$ cat config.mk
export PLATFORM = sky130hd
export DESIGN_NAME = ecr_ctrl_regs
export DESIGN_NICKNAME = d
export VERILOG_FILES = /design/src/rtl/ecr_pkg.sv /design/src/rtl/ecr_ctrl_regs.sv
export SDC_FILE = /design/constraint.sdc
export NUM_CORES = 1
export LEC_CHECK = 0
export ABC_AREA = 1
export BUFFER_PORTS_ARGS = -buffer_cell sky130_fd_sc_hd__buf_2
export CAP_MARGIN = 30
export CELL_PAD_IN_SITES_DETAIL_PLACEMENT = 2
export CELL_PAD_IN_SITES_GLOBAL_PLACEMENT = 2
export CORE_MARGIN = 2
export CORE_UTILIZATION = 25
export CTS_CLUSTER_SIZE = 24
export DETAILED_ROUTE_END_ITERATION = 12
export PLACE_DENSITY = 0.56
export SLEW_MARGIN = 0
export SYNTH_ARGS = -nofsm -noshare
export SYNTH_HDL_FRONTEND = slang
export SYNTH_SLANG_ARGS = --single-unit
$ cat constraint.sdc
create_clock -name REF_CLK -period 1.9 [get_ports REF_CLK]
set_input_delay 0.38 -clock REF_CLK [delete_from_list [all_inputs] [get_ports REF_CLK]]
set_output_delay 0.38 -clock REF_CLK [all_outputs]
set_load 0.01 [all_outputs]
$ cat src/rtl/ecr_pkg.sv
// Purpose: Shared constants for the echo canceller control register bank
// Assumes: Byte-wide registers reached over the serial microport
// Notes: Command byte is read flag in bit 7, register address in bits 6:0
package ecr_pkg;
  // Register addresses
  localparam logic [6:0] ADDR_MAIN = 7'h00;
  localparam logic [6:0] ADDR_LINE = 7'h01;
  localparam logic [6:0] ADDR_ACOUSTIC = 7'h21;
  // Reset values and the value read at unmapped addresses
  localparam logic [7:0] MAIN_RST = 8'h00;
  localparam logic [7:0] LINE_RST = 8'h00;
  localparam logic [7:0] ACOUSTIC_RST = 8'h00;
  localparam logic [7:0] UNMAPPED_READ = 8'h00;
  // Main control fields
  localparam int MAIN_SHIFT_EN = 7;
  localparam int MAIN_RX_QUIET = 6;
  localparam int MAIN_TX_QUIET = 5;
  localparam int MAIN_TRANSPARENT = 4;
  localparam int MAIN_NARROWBAND_DETECT_DISABLE = 3;
  localparam int MAIN_AUTO_GAIN_DISABLE = 2;
  localparam int MAIN_HOWL_DETECT_DISABLE = 1;
  localparam int MAIN_SOFT_RESET = 0;
  // Canceller control fields
  localparam int CANC_LINE_SHIFT_SELECT = 7;
  localparam int CANC_NOISE_FILTER_DISABLE = 4;
  localparam int CANC_BYPASS = 0;
  // Command byte layout
  localparam int CMD_READ_BIT = 7;
  // Cycles taken by the power initialization routine
  localparam int INIT_CYCLES = 16;
  localparam logic [2:0] LAST_BIT = 3'h7;
  // Serial port states
  typedef enum logic [3:0] {
    ST_IDLE = 4'b0001,
    ST_CMD  = 4'b0010,
    ST_DATA = 4'b0100,
    ST_DONE = 4'b1000
  } ecr_state_t;
endpackage

$ cat src/rtl/ecr_ctrl_regs.sv
// Purpose: Control register bank of the echo canceller, written over the serial microport
// Assumes: REF_CLK well above the serial clock; SAMPLE_SYNC marks each sample period
// Notes: Processing controls move only on a sample boundary; readback is immediate
//
// What this block does
// - Shift mode needs main bit 7 and line bit 7
// - Default signal limit when shift mode off
// - Main bit 6 quiets receive path output
// - Main bit 5 quiets send path output
// - Main bit 4 passes both paths transparently
// - Main bit 3 disables narrowband detectors
// - Main bit 2 disables automatic gain control
// - Main bit 1 disables howling detector
// - Writing main bit 0 presets all registers
// - Soft reset bit self-clears when initialization done
// - Canceller bit 4 disables noise filtering
`timescale 1ns/1ns
module ecr_ctrl_regs
  import ecr_pkg::*;
#(
  parameter int INIT_LEN = ecr_pkg::INIT_CYCLES // Length of the initialization routine
) (
  input wire logic REF_CLK, // Master clock, 10 MHz
  input wire logic RST_B, // Asynchronous reset, active low
  input wire logic SCLK, // Microport serial clock pin
  input wire logic CS_B, // Microport chip select pin, active low
  input wire logic DATA_IN, // Microport serial data in pin
  input wire logic SAMPLE_SYNC, // Sample period marker pin, rising edge
  output logic DATA_OUT, // Microport serial data out
  output logic DATA_OE, // Output enable for DATA_OUT
  output logic SHIFT_EN, // Two-bit shift mode active
  output logic DEFAULT_LIMIT_EN, // Default input limit active
  output logic RX_QUIET, // Receive output replaced by quiet code
  output logic TX_QUIET, // Send output replaced by quiet code
  output logic TRANSPARENT, // Both paths bypass processing
  output logic NB_DETECT_DIS, // Narrowband detectors disabled
  output logic AUTO_GAIN_DIS, // Automatic gain control disabled
  output logic HOWL_DETECT_DIS, // Howling detector disabled
  output logic AC_NOISE_FILTER_DIS, // Acoustic noise filtering disabled
  output logic LC_NOISE_FILTER_DIS, // Line noise filtering disabled
  output logic AC_BYPASS, // Acoustic echo estimate not subtracted
  output logic LC_BYPASS, // Line echo estimate not subtracted
  output logic INIT_BUSY // Initialization routine running
);
  import ecr_pkg::*;

  typedef struct packed {
    logic cs_s1;
    logic cs_s2;
    logic sclk_s1;
    logic sclk_s2;
    logic sclk_d;
    logic din_s1;
    logic din_s2;
    logic smp_s1;
    logic smp_s2;
    logic smp_d;
    ecr_state_t state;
    logic [2:0] bcnt;
    logic [7:0] shreg;
    logic rd;
    logic [6:0] addr;
    logic [7:0] tx;
    logic dout;
    logic doe;
    logic [7:0] main;
    logic [7:0] acoustic;
    logic [7:0] line;
    logic busy;
    logic [7:0] init_cnt;
    logic shift_en;
    logic limit_en;
    logic rx_quiet;
    logic tx_quiet;
    logic transparent;
    logic nb_dis;
    logic agc_dis;
    logic howl_dis;
    logic ac_nf_dis;
    logic lc_nf_dis;
    logic ac_byp;
    logic lc_byp;
  } ecr_regs_t;

  localparam ecr_regs_t REGS_RST = '{
    cs_s1: 1'b1, cs_s2: 1'b1, state: ST_IDLE, main: MAIN_RST, acoustic: ACOUSTIC_RST,
    line: LINE_RST, limit_en: 1'b1, default: '0};
  localparam logic [7:0] INIT_LOAD = 8'(INIT_LEN - 1);

  ecr_regs_t r;
  ecr_regs_t next_r;
  logic sclk_rise;
  logic sclk_fall;
  logic tick;
  logic [7:0] rx_byte;
  logic [7:0] rdata;
  logic wr_main;
  logic wr_go;

  // Edge detection reads only the second synchroniser stage and its delayed copy
  assign sclk_rise = r.sclk_s2 & ~r.sclk_d;
  assign sclk_fall = ~r.sclk_s2 & r.sclk_d;
  assign tick = r.smp_s2 & ~r.smp_d;
  assign rx_byte = {r.shreg[6:0], r.din_s2};

  // Register readback; unmapped addresses read as zero
  always_comb begin
    case (r.addr)
      ADDR_MAIN: rdata = r.main;
      ADDR_LINE: rdata = r.line;
      ADDR_ACOUSTIC: rdata = r.acoustic;
      default: rdata = UNMAPPED_READ;
    endcase
  end

  // A completed write byte; writes during initialization are dropped
  assign wr_go = (r.state == ST_DATA) && sclk_rise && (r.bcnt == LAST_BIT) && !r.rd && !r.busy;
  assign wr_main = wr_go && (r.addr == ADDR_MAIN);

  always_comb begin
    next_r = r;
    // Two-flop synchronisers on every pin
    next_r.cs_s1 = CS_B;
    next_r.cs_s2 = r.cs_s1;
    next_r.sclk_s1 = SCLK;
    next_r.sclk_s2 = r.sclk_s1;
    next_r.sclk_d = r.sclk_s2;
    next_r.din_s1 = DATA_IN;
    next_r.din_s2 = r.din_s1;
    next_r.smp_s1 = SAMPLE_SYNC;
    next_r.smp_s2 = r.smp_s1;
    next_r.smp_d = r.smp_s2;

    // Serial transfer: command byte, then one data byte in or out, MSB first
    if (r.cs_s2) begin
      next_r.state = ST_IDLE;
      next_r.bcnt = '0;
      next_r.doe = 1'b0;
    end else begin
      case (r.state)
        ST_IDLE: begin
          next_r.state = ST_CMD;
          next_r.bcnt = '0;
        end
        ST_CMD: begin
          if (sclk_rise) begin
            next_r.shreg = rx_byte;
            next_r.bcnt = r.bcnt + 3'h1;
            if (r.bcnt == LAST_BIT) begin
              next_r.rd = rx_byte[CMD_READ_BIT];
              next_r.addr = rx_byte[6:0];
              next_r.state = ST_DATA;
            end
          end
        end
        ST_DATA: begin
          // Read data is loaded late, at the first fall of the data byte, from the newly latched address
          if (r.rd && r.bcnt == '0 && !r.doe) begin
            next_r.tx = rdata;
          end
          if (r.rd && sclk_fall) begin
            next_r.dout = (r.bcnt == '0 && !r.doe) ? rdata[7] : r.tx[7];
            next_r.tx = (r.bcnt == '0 && !r.doe) ? {rdata[6:0], 1'b0} : {r.tx[6:0], 1'b0};
            next_r.doe = 1'b1;
          end
          if (sclk_rise) begin
            next_r.shreg = rx_byte;
            next_r.bcnt = r.bcnt + 3'h1;
            if (r.bcnt == LAST_BIT) begin
              next_r.state = ST_DONE;
            end
          end
        end
        ST_DONE: begin
          // Extra clocks in one select are ignored; the output lets go after the last bit
          if (sclk_fall) begin
            next_r.doe = 1'b0;
          end
        end
        default: next_r.state = ST_IDLE;
      endcase
    end

    // Register writes; all bits store as written
    if (wr_go) begin
      case (r.addr)
        ADDR_MAIN: next_r.main = rx_byte;
        ADDR_LINE: next_r.line = rx_byte;
        ADDR_ACOUSTIC: next_r.acoustic = rx_byte;
        default: ;
      endcase
    end

    // Soft reset starts the routine, keeps the bit set, then presets and clears it
    if (wr_main && rx_byte[MAIN_SOFT_RESET]) begin
      next_r.busy = 1'b1;
      next_r.init_cnt = INIT_LOAD;
    end else if (r.busy) begin
      if (r.init_cnt == '0) begin
        next_r.busy = 1'b0;
        next_r.main = MAIN_RST;
        next_r.line = LINE_RST;
        next_r.acoustic = ACOUSTIC_RST;
        next_r.main[MAIN_SOFT_RESET] = 1'b0;
      end else begin
        next_r.init_cnt = r.init_cnt - 8'h01;
      end
    end

    // Processing controls change only at a sample boundary so a sample is never split
    if (tick) begin
      next_r.shift_en = r.main[MAIN_SHIFT_EN] & r.line[CANC_LINE_SHIFT_SELECT];
      next_r.limit_en = ~(r.main[MAIN_SHIFT_EN] & r.line[CANC_LINE_SHIFT_SELECT]);
      next_r.rx_quiet = r.main[MAIN_RX_QUIET];
      next_r.tx_quiet = r.main[MAIN_TX_QUIET];
      next_r.transparent = r.main[MAIN_TRANSPARENT];
      next_r.nb_dis = r.main[MAIN_NARROWBAND_DETECT_DISABLE];
      next_r.agc_dis = r.main[MAIN_AUTO_GAIN_DISABLE];
      next_r.howl_dis = r.main[MAIN_HOWL_DETECT_DISABLE];
      next_r.ac_nf_dis = r.acoustic[CANC_NOISE_FILTER_DISABLE];
      next_r.lc_nf_dis = r.line[CANC_NOISE_FILTER_DISABLE];
      next_r.ac_byp = r.acoustic[CANC_BYPASS];
      next_r.lc_byp = r.line[CANC_BYPASS];
    end
  end

  // Single state register
  always_ff @(posedge REF_CLK or negedge RST_B) begin
    if (!RST_B) begin
      r <= REGS_RST;
    end else begin
      r <= next_r;
    end
  end

  // Outputs straight from flip-flops
  assign DATA_OUT = r.dout;
  assign DATA_OE = r.doe;
  assign SHIFT_EN = r.shift_en;
  assign DEFAULT_LIMIT_EN = r.limit_en;
  assign RX_QUIET = r.rx_quiet;
  assign TX_QUIET = r.tx_quiet;
  assign TRANSPARENT = r.transparent;
  assign NB_DETECT_DIS = r.nb_dis;
  assign AUTO_GAIN_DIS = r.agc_dis;
  assign HOWL_DETECT_DIS = r.howl_dis;
  assign AC_NOISE_FILTER_DIS = r.ac_nf_dis;
  assign LC_NOISE_FILTER_DIS = r.lc_nf_dis;
  assign AC_BYPASS = r.ac_byp;
  assign LC_BYPASS = r.lc_byp;
  assign INIT_BUSY = r.busy;

  // Checks on the control outputs and the soft reset sequence
  localparam int InitBound = INIT_LEN + 1;
endmodule

# Yosys cells after proc, flatten, opt, wreduce, memory -nomap -nowiden
# Index checks and enable logic that the tools add are counted.
# totals
reg_bits,87
out_inout_bits,15
word_cells,118
# classes
addsub,2
eq_ne,17
mux,26
n_bitwise,9
reduce_logical,29
# ops
operator,n
two-way mux 8 bit,7
two-way mux 24 bit,2
two-way mux 33 bit,1
two-way mux 25 bit,1
one-hot mux 8 bit (3 select lines),1
two-way mux 23 bit,1
one-hot mux 4 bit (4 select lines),1
two-way mux 15 bit,1
one-hot mux 7 bit (2 select lines),1
"!= test 3 bit, second input constant",4
AND reduction 3 bit,4
logical AND 1 bit,10
two-way mux 10 bit,1
two-way mux 9 bit,1
one-hot mux 3 bit (3 select lines),1
logical NOT 8 bit,1
two-way mux 4 bit,2
"!= test 2 bit, second input constant",4
AND reduction 4 bit,2
"subtractor 8 x 1 -> 8 bit, second input constant",1
"== test 7 x 1 -> 1 bit, second input constant",1
"== test 7 x 6 -> 1 bit, second input constant",1
logical NOT 7 bit,1
two-way mux 7 bit,1
18 further kinds,32

# Logic depth before layout (Yosys ltp)
# Gate-level depths: netlist of the first run.
# depth
depth_word,10
mapped_depth,10
ltp_nobuf,9

# Worst setup path after synthesis of the first run
# OpenSTA, ideal clock, no wires.
# synth_path
path_type,register to register
from,register r[71] (netlist bit)
to,register r[35] (netlist bit)
setup_ns,0.121
arrival_ns,1.491
t_required_ns,1.779
path_slack_ns,0.288
stages_incl_launch_ff,11
period_less_slack_ns,1.612
path_cell_list,dfrtp_1 ha_1 ha_1 nand3_2 nor2_8 nand2_4 nor2_8 buf_12 nand2_2 o21ai_2 nor2_2
# synth_lines
item,line_no,source
from (decl),ecr_ctrl_regs.sv:90,ecr_regs_t r;
from (signal assigned),ecr_ctrl_regs.sv:232,r <= next_r;

==> flow_summary_export.csv, run 1 <==
group,metric,value,unit
run_status,status,"finished with violations",
run_status,violations,"hold timing",
synthesis,postSynthAreaPerCell,8.54,µm²
final_layout,area_growth,17.6,%
detailed_routing,wl,12300,µm
final_layout,nets,544,
synthesis,yosysSeqAreaShare,51.4,%
critical_path,cp-start-kind,"flop",
sta,fin_crit_sh,93.8,%
sta,finClkSkew,0.00583,ns
place,postPlaceCellArea,4650,µm²
synthesis,ys_types,35,
critical_path,critical_path_arrival,2.07,ns
clock_network,clk_latency,0.35,ns
global_routing,antenna_found_initial,0,
power_and_ir_drop,switching_share,25.9,%
final_layout,antenna_cells,0,
critical_path,regToRegStartpoint,"r[71]",
global_routing,grt_max_degree,31,
sta,post-route-min-period,1.78,ns
synthesis,synth.largest_area_cell,"dfrtp_1",
final_layout,final_common_cell,"nand2_1",
power_and_ir_drop,ir_drop,0.363,mV
final_layout,drive_above_1_share,19.4,%
synthesis,yosys_warnings,0,
power_and_ir_drop,seqPwrFrac,49.8,%
final_layout,final_area,4990,µm²
clock_network,htreeDepth,3,
synthesis,synth_area,4240,µm²
power_and_ir_drop,cellInternalPower,3.00,mW
global_routing,globalRoute.totalOverflow,0,
synthesis,syn-num-nets,508,
critical_path,endpoint,"r[32]",
power_and_ir_drop,power_frac_comb,7.5,%
critical_path,cp-startpoint,"r[71]",
synthesis,synth_area_leaders,"dfrtp_1 (49%), nand2_1 (9.8%), nand3_1 (6.4%)",
detailed_routing,via_count,3412,
synthesis,synth_cells,497,
detailed_routing,drtPass1Iterations,4,
power_and_ir_drop,power-per-cell-area,812,nW/µm²
detailed_routing,antenna_left,0,
floorplan,die_area,18000,µm²
final_layout,largest_register_ffs,66,
power_and_ir_drop,p_sw,1.05,mW
detailed_routing,via_per_inst,4.51,
global_routing,grt_pass1_vias,3812,
critical_path,worst_ep_required_time,2.18,ns
power_and_ir_drop,power,4.05,mW
final_layout,regMostFlops,"r",
clock_network,clockRootBuffer,"clkbuf_16",
floorplan,coreArea,16600,µm²
clock_network,path_clk_slew,0.07,ns
critical_path,r2r_setup_slack,0.12,ns
synthesis,yosysTopAreaCellShare,48.9,%
power_and_ir_drop,leakage,2.60,nW
sta,holdWs,-0.00369,ns
critical_path,reg2reg_depth,9,
place,dpl.hpwl,8980,µm
global_routing,grt_usage,14.8,%
floorplan,rows,47,
critical_path,reg2reg_to,"r[32]",
sta,maxSlewViolCount,0,
detailed_routing,wl_per_cell,16.2,µm
clock_network,cts-hold-fix-buffers,0,
sta,max_slew_margin,66.3,%
sta,hold_violations,6,
clock_network,tritoncts,"yes",
place,gp_congestion,0.717,
clock_network,clk_path_buf_depth,2,
detailed_routing,drt_iter0_drc,154,
worst_hold_path,hold_path.class,"in2async",
place,port_buffers,20,
critical_path,critPathKind,"reg2reg",
clock_network,cts_num_sinks,87,
sta,tightest_slew,0.504,ns
critical_path,worstPathMaxFanout,8,
sta,final-setup-viol-count,0,
final_layout,n_fill_cell,1935,
floorplan,initial_utilization,25.6,%
floorplan,die_h,134,µm
global_routing,grt_pass1_wl,20600,µm
run,maxCapViolations,0,
sta,max_freq,561,MHz
clock_network,cts_buffers,9,
synthesis,synth-seq-cells,87,
floorplan,io_pins,21,
critical_path,cp-end-kind,"flop",
floorplan,die_w,134,µm
power_and_ir_drop,p_clk_share,42.7,%
detailed_routing,drc,0,
final_layout,final_cell_mix,"nand2_1 (111), dfrtp_1 (83), inv_1 (58), nand3_1 (54), nor2_1 (38)",
-- logic make-up after synthesis --
group / count (synthesis) / share of synthesized area, %
flip-flops: 87 / 51.4
AND/OR/NAND/NOR: 250 / 29.0
adder cells (fa/ha/maj): 5 / 1.47
AO/OA/AOI/OAI: 80 / 10.3
buffers and inverters: 74 / 7.58
XOR/XNOR: 1 / 0.206
-- metrics by stage --
| stage | TNS [ns] | std cells | hold WS (ns) | utilization [%] | setup slack (ns) |
|---|---|---|---|---|---|
| floorplan | 0 | 497 | 0.0844 | - | 0.288 |
| global placement | 0 | 735 | 0.334 | 28.0 | 0.163 |
| detailed placement | 0 | 735 | 0.343 | 28.0 | 0.0689 |
| CTS | 0 | 750 | 0.00387 | 29.7 | 0.0246 |
| global route | -0.0000400 | 757 | 0.0194 | 30.1 | -0.0000400 |
| finish | 0 | 757 | -0.00369 | 30.1 | 0.117 |
-- area by class of cell --
class	instances	area, µm²	share of cell area, %
clock buffer	12	267	5.34
clock inverter	3	17.5	0.351
inverter	63	241	4.84
multi-input combinational	337	1750	35.2
sequential	87	2180	43.7
tap	220	275	5.52
timing repair buffer	35	253	5.07
-- critical path, cell delays in order, from the launching register on --
cell and delay [ns]:
dfrtp_1 0.40, ha_1 0.18, ha_2 0.21, nand3_2 0.13, nor2_8 0.18, nand2_4 0.10
nor2_4 0.23, buf_4 0.16, o21ai_2 0.05, nor2_2 0.07
-- cell usage after synthesis (all sizes together) --
cell type / number
a21o: 1
a21oi: 25
buf: 9
clkbuf: 2
clkinv: 1
dfrtp: 83
dfstp: 4
ha: 5
inv: 62
nand2: 121
nand3: 58
nand3b: 2
nand4: 10
nor2: 56
nor3: 2
nor3b: 1
o211ai: 1
o21ai: 52
o31ai: 1
xor2: 1
-- how the worst min path moves through the flow --
stage,start,to,slack (ns)
6_report,RST_B,r[25],-0.004
3_3_place_gp,next_r[81],r[81],0.33
5_1_grt,RST_B,TRANSPARENT,0.02
3_5_place_dp,next_r[81],r[81],0.34
4_1_cts,RST_B,r[27],0.004
2_1_floorplan,RST_B,AC_BYPASS,0.08
-- power by group through the flow --
| stage | clock, mW | sequential (mW) | combinational, mW |
|---|---|---|---|
| final | 1.73 | 2.02 | 0.304 |
| after global routing | 1.86 | 2.03 | 0.354 |
| after CTS | 1.80 | 2.02 | 0.315 |
| after detailed placement | 0 | 2.05 | 0.311 |
| after global placement | 0 | 2.05 | 0.307 |
| after floorplan | 0 | 2.02 | 0.173 |
-- per-layer routing --
layer	GRT usage [%]	up-vias	wire length, µm	part of all wire, %
met2	24.3	17	5830	47
met1	19.5	1707	6050	49
li1	-	1676	-	-
met5	0	-	0	0
met4	6.14	0	227	1.8
met3	2.08	12	165	1.3
-- what timing repair did --
item                                    in CTS  in global routing
setup buffers                                0                  6
endpoints found under the setup margin       0                  6
resized for setup                            0                  1
Note: power is estimated with default switching activity, not from simulation.
==> inputs of run 2 (changes only) <==
--- a/config.mk
+++ b/config.mk
@@ -14,7 +14,7 @@
 export CORE_UTILIZATION = 25
 export CTS_CLUSTER_SIZE = 24
 export DETAILED_ROUTE_END_ITERATION = 12
-export PLACE_DENSITY = 0.56
+export PLACE_DENSITY_LB_ADDON = 0.1
 export SLEW_MARGIN = 0
 export SYNTH_ARGS = -nofsm -noshare
 export SYNTH_HDL_FRONTEND = slang
==> run 2 against run 1 <==
The flow now finishes without violations. Maximum frequency shrank 0.64%. Die area unchanged. Flip-flop and latch count unchanged. Worst setup slack worse by 0.011 ns. Global-route usage is 0.14 points lower. Via count grew 1.6%. Critical endpoint unchanged. Largest cell class unchanged.
==> flow_summary_export.csv, run 2 (synthesized netlist as in run 1, its figures left out) <==
group,metric,value,unit
sta,tightest_slew,0.558,ns
global_routing,globalRoute.totalOverflow,0,
global_routing,grt_pass1_wl,20400,µm
floorplan,die_area,18000,µm²
detailed_routing,via_count,3468,
critical_path,critPathKind,"reg2reg",
critical_path,cpPeakStageDelay,0.37,ns
run,maxCapViolations,0,
sta,fin_crit_sh,94.4,%
worst_hold_path,hold_path.class,"in2reg",
worst_hold_path,hp-start,"CS_B",
sta,max_slew_margin,62.7,%
global_routing,antenna_found_initial,0,
critical_path,critical_path_arrival,2.08,ns
final_layout,final_common_cell,"nand2_1",
power_and_ir_drop,switching_share,26.1,%
floorplan,die_h,134,µm
power_and_ir_drop,p_clk_share,44.9,%
floorplan,coreArea,16600,µm²
clock_network,cts_num_sinks,87,
final_layout,utilization,30.4,%
power_and_ir_drop,cellInternalPower,3.12,mW
final_layout,area_growth,18.6,%
critical_path,reg2reg_to,"r[32]",
detailed_routing,drc,0,
critical_path,reg2reg_depth,9,
worst_hold_path,min_to,"next_r[86]",
run_status,status,"finished, final reports clean",
detailed_routing,drtPass1Iterations,4,
power_and_ir_drop,seqPwrFrac,47.9,%
power_and_ir_drop,power-per-cell-area,840,nW/µm²
critical_path,cp-end-kind,"flop",
place,port_buffers,20,
sta,final-setup-viol-count,0,
critical_path,slowest_stage,"dfrtp_1",
sta,post-route-min-period,1.79,ns
critical_path,path_cells,"ha_1 > ha_2 > nand3_2 > nor2_8 > nand2_4 > nor2_4 > buf_4 > o21ai_2 > nor2_2",
final_layout,antenna_cells,0,
power_and_ir_drop,power_frac_comb,7.2,%
detailed_routing,via_per_inst,4.57,
final_layout,largest_register_ffs,66,
place,gp_congestion,0.718,
clock_network,path_clk_slew,0.07,ns
clock_network,cts_buffers,9,
final_layout,final_area,5030,µm²
sta,hold_violations,0,
clock_network,clockRootBuffer,"clkbuf_16",
place,postPlaceCellArea,4650,µm²
clock_network,clk_path_buf_depth,2,
power_and_ir_drop,ir_drop,0.327,mV
critical_path,regToRegStartpoint,"r[72]",
sta,maxSlewViolCount,0,
sta,holdWs,0.122,ns
clock_network,clk_latency,0.35,ns
global_routing,grt_usage,14.7,%
critical_path,worst_ep_required_time,2.19,ns
final_layout,final_cell_mix,"nand2_1 (111), dfrtp_1 (83), inv_1 (58), nand3_1 (54), nor2_1 (37)",
floorplan,die_w,134,µm
final_layout,nets,545,
worst_hold_path,holdPathStages,1,
final_layout,regMostFlops,"r",
final_layout,n_fill_cell,1972,
critical_path,critPathBufInv,1,
sta,finClkSkew,0.0101,ns
critical_path,r2r_setup_slack,0.11,ns
sta,max_freq,557,MHz
critical_path,critPathTopFamily,"simple AND/OR/NAND/NOR gates",
floorplan,initial_utilization,25.6,%
floorplan,rows,47,
critical_path,worstPathMaxFanout,8,
power_and_ir_drop,p_sw,1.10,mW
final_layout,drive_above_1_share,19.7,%
global_routing,grt_pass1_vias,3777,
floorplan,io_pins,21,
detailed_routing,wl_per_cell,16.1,µm
detailed_routing,drt_iter0_drc,118,
global_routing,grt_max_degree,35,
place,dpl.hpwl,8930,µm
clock_network,htreeDepth,3,
detailed_routing,wl,12200,µm
power_and_ir_drop,leakage,2.62,nW
critical_path,cp-start-kind,"flop",
clock_network,tritoncts,"yes",
detailed_routing,antenna_left,0,
sta,fin_tns_setup,0,ns
[run 2: how the worst max path moves through the flow]
stage / from / end / slack, ns / cells past startpoint
detailed placement: r[71] / r[34] / 0.06 / 9
floorplan: r[71] / r[35] / 0.29 / 10
global placement: r[71] / r[31] / 0.16 / 9
CTS: r[71] / r[33] / 0.05 / 9
finish: r[72] / r[32] / 0.11 / 9
global route: r[72] / r[32] / -0.002 / 9
[run 2: final cells by class]
| cell class | instances | area [µm²] | share of cell area [%] |
|---|---|---|---|
| Clock inverter | 5 | 62.6 | 1.24 |
| Sequential cell | 87 | 2180 | 43.4 |
| Inverter | 63 | 241 | 4.80 |
| Clock buffer | 11 | 253 | 5.02 |
| Tap cell | 220 | 275 | 5.47 |
| Timing Repair Buffer | 36 | 263 | 5.22 |
| Multi-Input combinational cell | 337 | 1760 | 34.9 |
[run 2: metrics by stage]
step | instances | setup slack, ns | total power, mW
2_1_floorplan | 497 | 0.288 | 2.20
3_3_place_gp | 735 | 0.160 | 2.35
3_5_place_dp | 735 | 0.0570 | 2.37
4_1_cts | 752 | 0.0458 | 4.32
5_1_grt | 759 | -0.00249 | 4.44
6_report | 759 | 0.106 | 4.23
[run 2: power groups by stage]
stage	logic, mW	clock network, mW	registers [mW]
after global routing	0.356	2.05	2.03
after detailed placement	0.310	0	2.06
after floorplan	0.173	0	2.02
final	0.305	1.90	2.02
after global placement	0.301	0	2.05
after CTS	0.318	1.98	2.02
[run 2: metal layers]
| metal | wire length (µm) | part of all wire [%] | track usage [%] |
|---|---|---|---|
| met1 | 6130 | 50 | 20.3 |
| met2 | 5690 | 47 | 23.2 |
| met3 | 181 | 1.5 | 2.15 |
| met4 | 233 | 1.9 | 5.38 |
| met5 | 0 | 0 | 0 |
[run 2: what timing repair did]
| action | in CTS | in global routing |
|---|---|---|
| setup buffers | 0 | 6 |
| endpoints found under the hold margin | 26 | 0 |
| gates resized for setup | 0 | 2 |
| endpoints found under the setup margin | 0 | 7 |
| hold buffers | 1 | 0 |
==> inputs of run 3 (changes only) <==
--- a/config.mk
+++ b/config.mk
@@ -15,6 +15,7 @@
 export CTS_CLUSTER_SIZE = 24
 export DETAILED_ROUTE_END_ITERATION = 12
 export PLACE_DENSITY_LB_ADDON = 0.1
+export RECOVER_POWER = 100
 export SLEW_MARGIN = 0
 export SYNTH_ARGS = -nofsm -noshare
 export SYNTH_HDL_FRONTEND = slang
==> run 3 against run 2 <==
Cell count is the same. Critical path type unchanged. Maximum frequency grew 0.18%. Routed wire length is essentially flat. Critical path depth is the same. Clock skew is essentially flat. Largest power group unchanged. Clock-buffer cell count is the same. First-iteration DRC count grew 5.9%. Combinational power shrank 5%. Flip-flop and latch count is the same. Power shrank 0.41%. Worst setup slack gained 0.0032 ns. Sequential power is essentially flat.
==> flow_summary_export.csv, run 3 (synthesized netlist as in run 1, its figures left out) <==
group,metric,value,unit
place,dpl.hpwl,8930,µm
clock_network,clk_path_buf_depth,2,
worst_hold_path,holdPathStages,1,
critical_path,cp-start-kind,"flop",
worst_hold_path,min_to,"next_r[86]",
detailed_routing,via_per_inst,4.57,
critical_path,critPathBufInv,1,
critical_path,worstPathMaxFanout,8,
sta,tightest_slew,0.802,ns
final_layout,regMostFlops,"r",
sta,max_freq,558,MHz
critical_path,path_cells,"ha_1 > ha_2 > nand3_2 > nor2_8 > nand2_4 > nor2_4 > clkbuf_4 > o21ai_2 > nor2_2",
power_and_ir_drop,leakage,2.51,nW
floorplan,coreArea,16600,µm²
worst_hold_path,hp-start,"CS_B",
sta,final-setup-viol-count,0,
clock_network,htreeDepth,3,
critical_path,worst_ep_required_time,2.19,ns
detailed_routing,antenna_left,0,
power_and_ir_drop,power-per-cell-area,846,nW/µm²
global_routing,grt_pass1_vias,3777,
sta,hold_violations,0,
critical_path,critPathTopFamily,"simple AND/OR/NAND/NOR gates",
detailed_routing,wl_per_cell,16.1,µm
critical_path,critPathKind,"reg2reg",
floorplan,die_area,18000,µm²
final_layout,antenna_cells,0,
sta,post-route-min-period,1.79,ns
floorplan,io_pins,21,
detailed_routing,drt_iter0_drc,125,
sta,rsz0062_at_grt,"no",
global_routing,grt_max_degree,35,
global_routing,globalRoute.totalOverflow,0,
clock_network,clk_latency,0.35,ns
run,maxCapViolations,0,
floorplan,initial_utilization,25.6,%
floorplan,rows,47,
floorplan,die_h,134,µm
final_layout,drive_above_1_share,15.6,%
sta,fin_tns_setup,0,ns
global_routing,antenna_found_initial,0,
critical_path,regToRegStartpoint,"r[72]",
sta,max_slew_margin,46.5,%
critical_path,critical_path_arrival,2.08,ns
clock_network,clockRootBuffer,"clkbuf_16",
place,gp_congestion,0.718,
sta,maxSlewViolCount,0,
detailed_routing,wl,12200,µm
global_routing,grt_pass1_wl,20400,µm
critical_path,cp-end-kind,"flop",
power_and_ir_drop,ir_drop,0.327,mV
final_layout,final_common_cell,"nand2_1",
critical_path,reg2reg_to,"r[29]",
run_status,status,"finished, final reports clean",
clock_network,path_clk_slew,0.07,ns
global_routing,grt_usage,14.7,%
detailed_routing,drc,0,
place,port_buffers,20,
critical_path,cpPeakStageDelay,0.37,ns
clock_network,cts_num_sinks,87,
final_layout,largest_register_ffs,66,
worst_hold_path,hold_path.class,"in2reg",
critical_path,slowest_stage,"dfrtp_1",
final_layout,nets,545,
critical_path,reg2reg_depth,9,
critical_path,r2r_setup_slack,0.11,ns
detailed_routing,drtPass1Iterations,4,
final_layout,final_cell_mix,"nand2_1 (114), dfrtp_1 (83), inv_1 (58), nand3_1 (54), o21ai_0 (40)",
final_layout,final_area,4980,µm²
sta,fin_crit_sh,94.3,%
clock_network,tritoncts,"yes",
final_layout,n_fill_cell,1992,
final_layout,area_growth,17.2,%
floorplan,die_w,134,µm
clock_network,cts_buffers,9,
place,postPlaceCellArea,4650,µm²
detailed_routing,via_count,3471,
sta,finClkSkew,0.0102,ns
run 3: cell count changes in the layout (fill, tap and decap cells not counted), sizes merged:
cell	before	now
buf	35	15
clkbuf	11	31
run 3: worst max-delay path by stage:
stage | from | to | cells past startpoint
floorplan | r[71] | r[35] | 10
global placement | r[71] | r[31] | 9
detailed placement | r[71] | r[34] | 9
CTS | r[71] | r[33] | 9
global route | RST_B | r[74] | 3
finish | r[72] | r[29] | 9
run 3: final cells by class:
class                           instances  area, µm²  area share [%]
Sequential cell                        87       2180            43.9
Multi-Input combinational cell        337       1740            34.9
Tap cell                              220        275            5.53
Clock buffer                           11        253            5.08
Inverter                               63        241            4.85
Timing Repair Buffer                   36        225            4.53
Clock inverter                          5       62.6            1.26
run 3: timing repair:
| item | CTS | global route |
|---|---|---|
| resized for setup | 0 | 2 |
| endpoints found under the hold margin | 26 | 0 |
| buffers inserted | 0 | 6 |
| endpoints found under the setup margin | 0 | 7 |
| hold buffers | 1 | 0 |
run 3: report_power, final:
part           leakage, nW  switching (mW)  internal, mW  total, mW
sequential            1.18          0.0906          1.93       2.02
combinational         1.19           0.208        0.0818      0.290
clock                0.149           0.800          1.10       1.90
total                 2.51            1.10          3.11       4.21
run 3: per-stage QoR:
step / hold WS (ns) / setup slack, ns / instances / utilization [%] / power, mW
final: 0.122 / 0.109 / 759 / 30.0 / 4.21
after detailed placement: 0.337 / 0.0570 / 735 / 28.0 / 2.37
after global routing: 0.111 / 0.00512 / 759 / 30.0 / 4.42
after global placement: 0.332 / 0.160 / 735 / 28.0 / 2.35
after floorplan: 0.0844 / 0.288 / 497 / - / 2.20
after CTS: 0.106 / 0.0458 / 752 / 30.0 / 4.32
run 3: per-layer routing:
layer,track usage (%),wire [µm],vias up
li1,-,-,1681
met1,20.3,6110,1751
met2,23.2,5700,24
met3,2.15,189,15
met4,5.38,233,0
met5,0,0,-
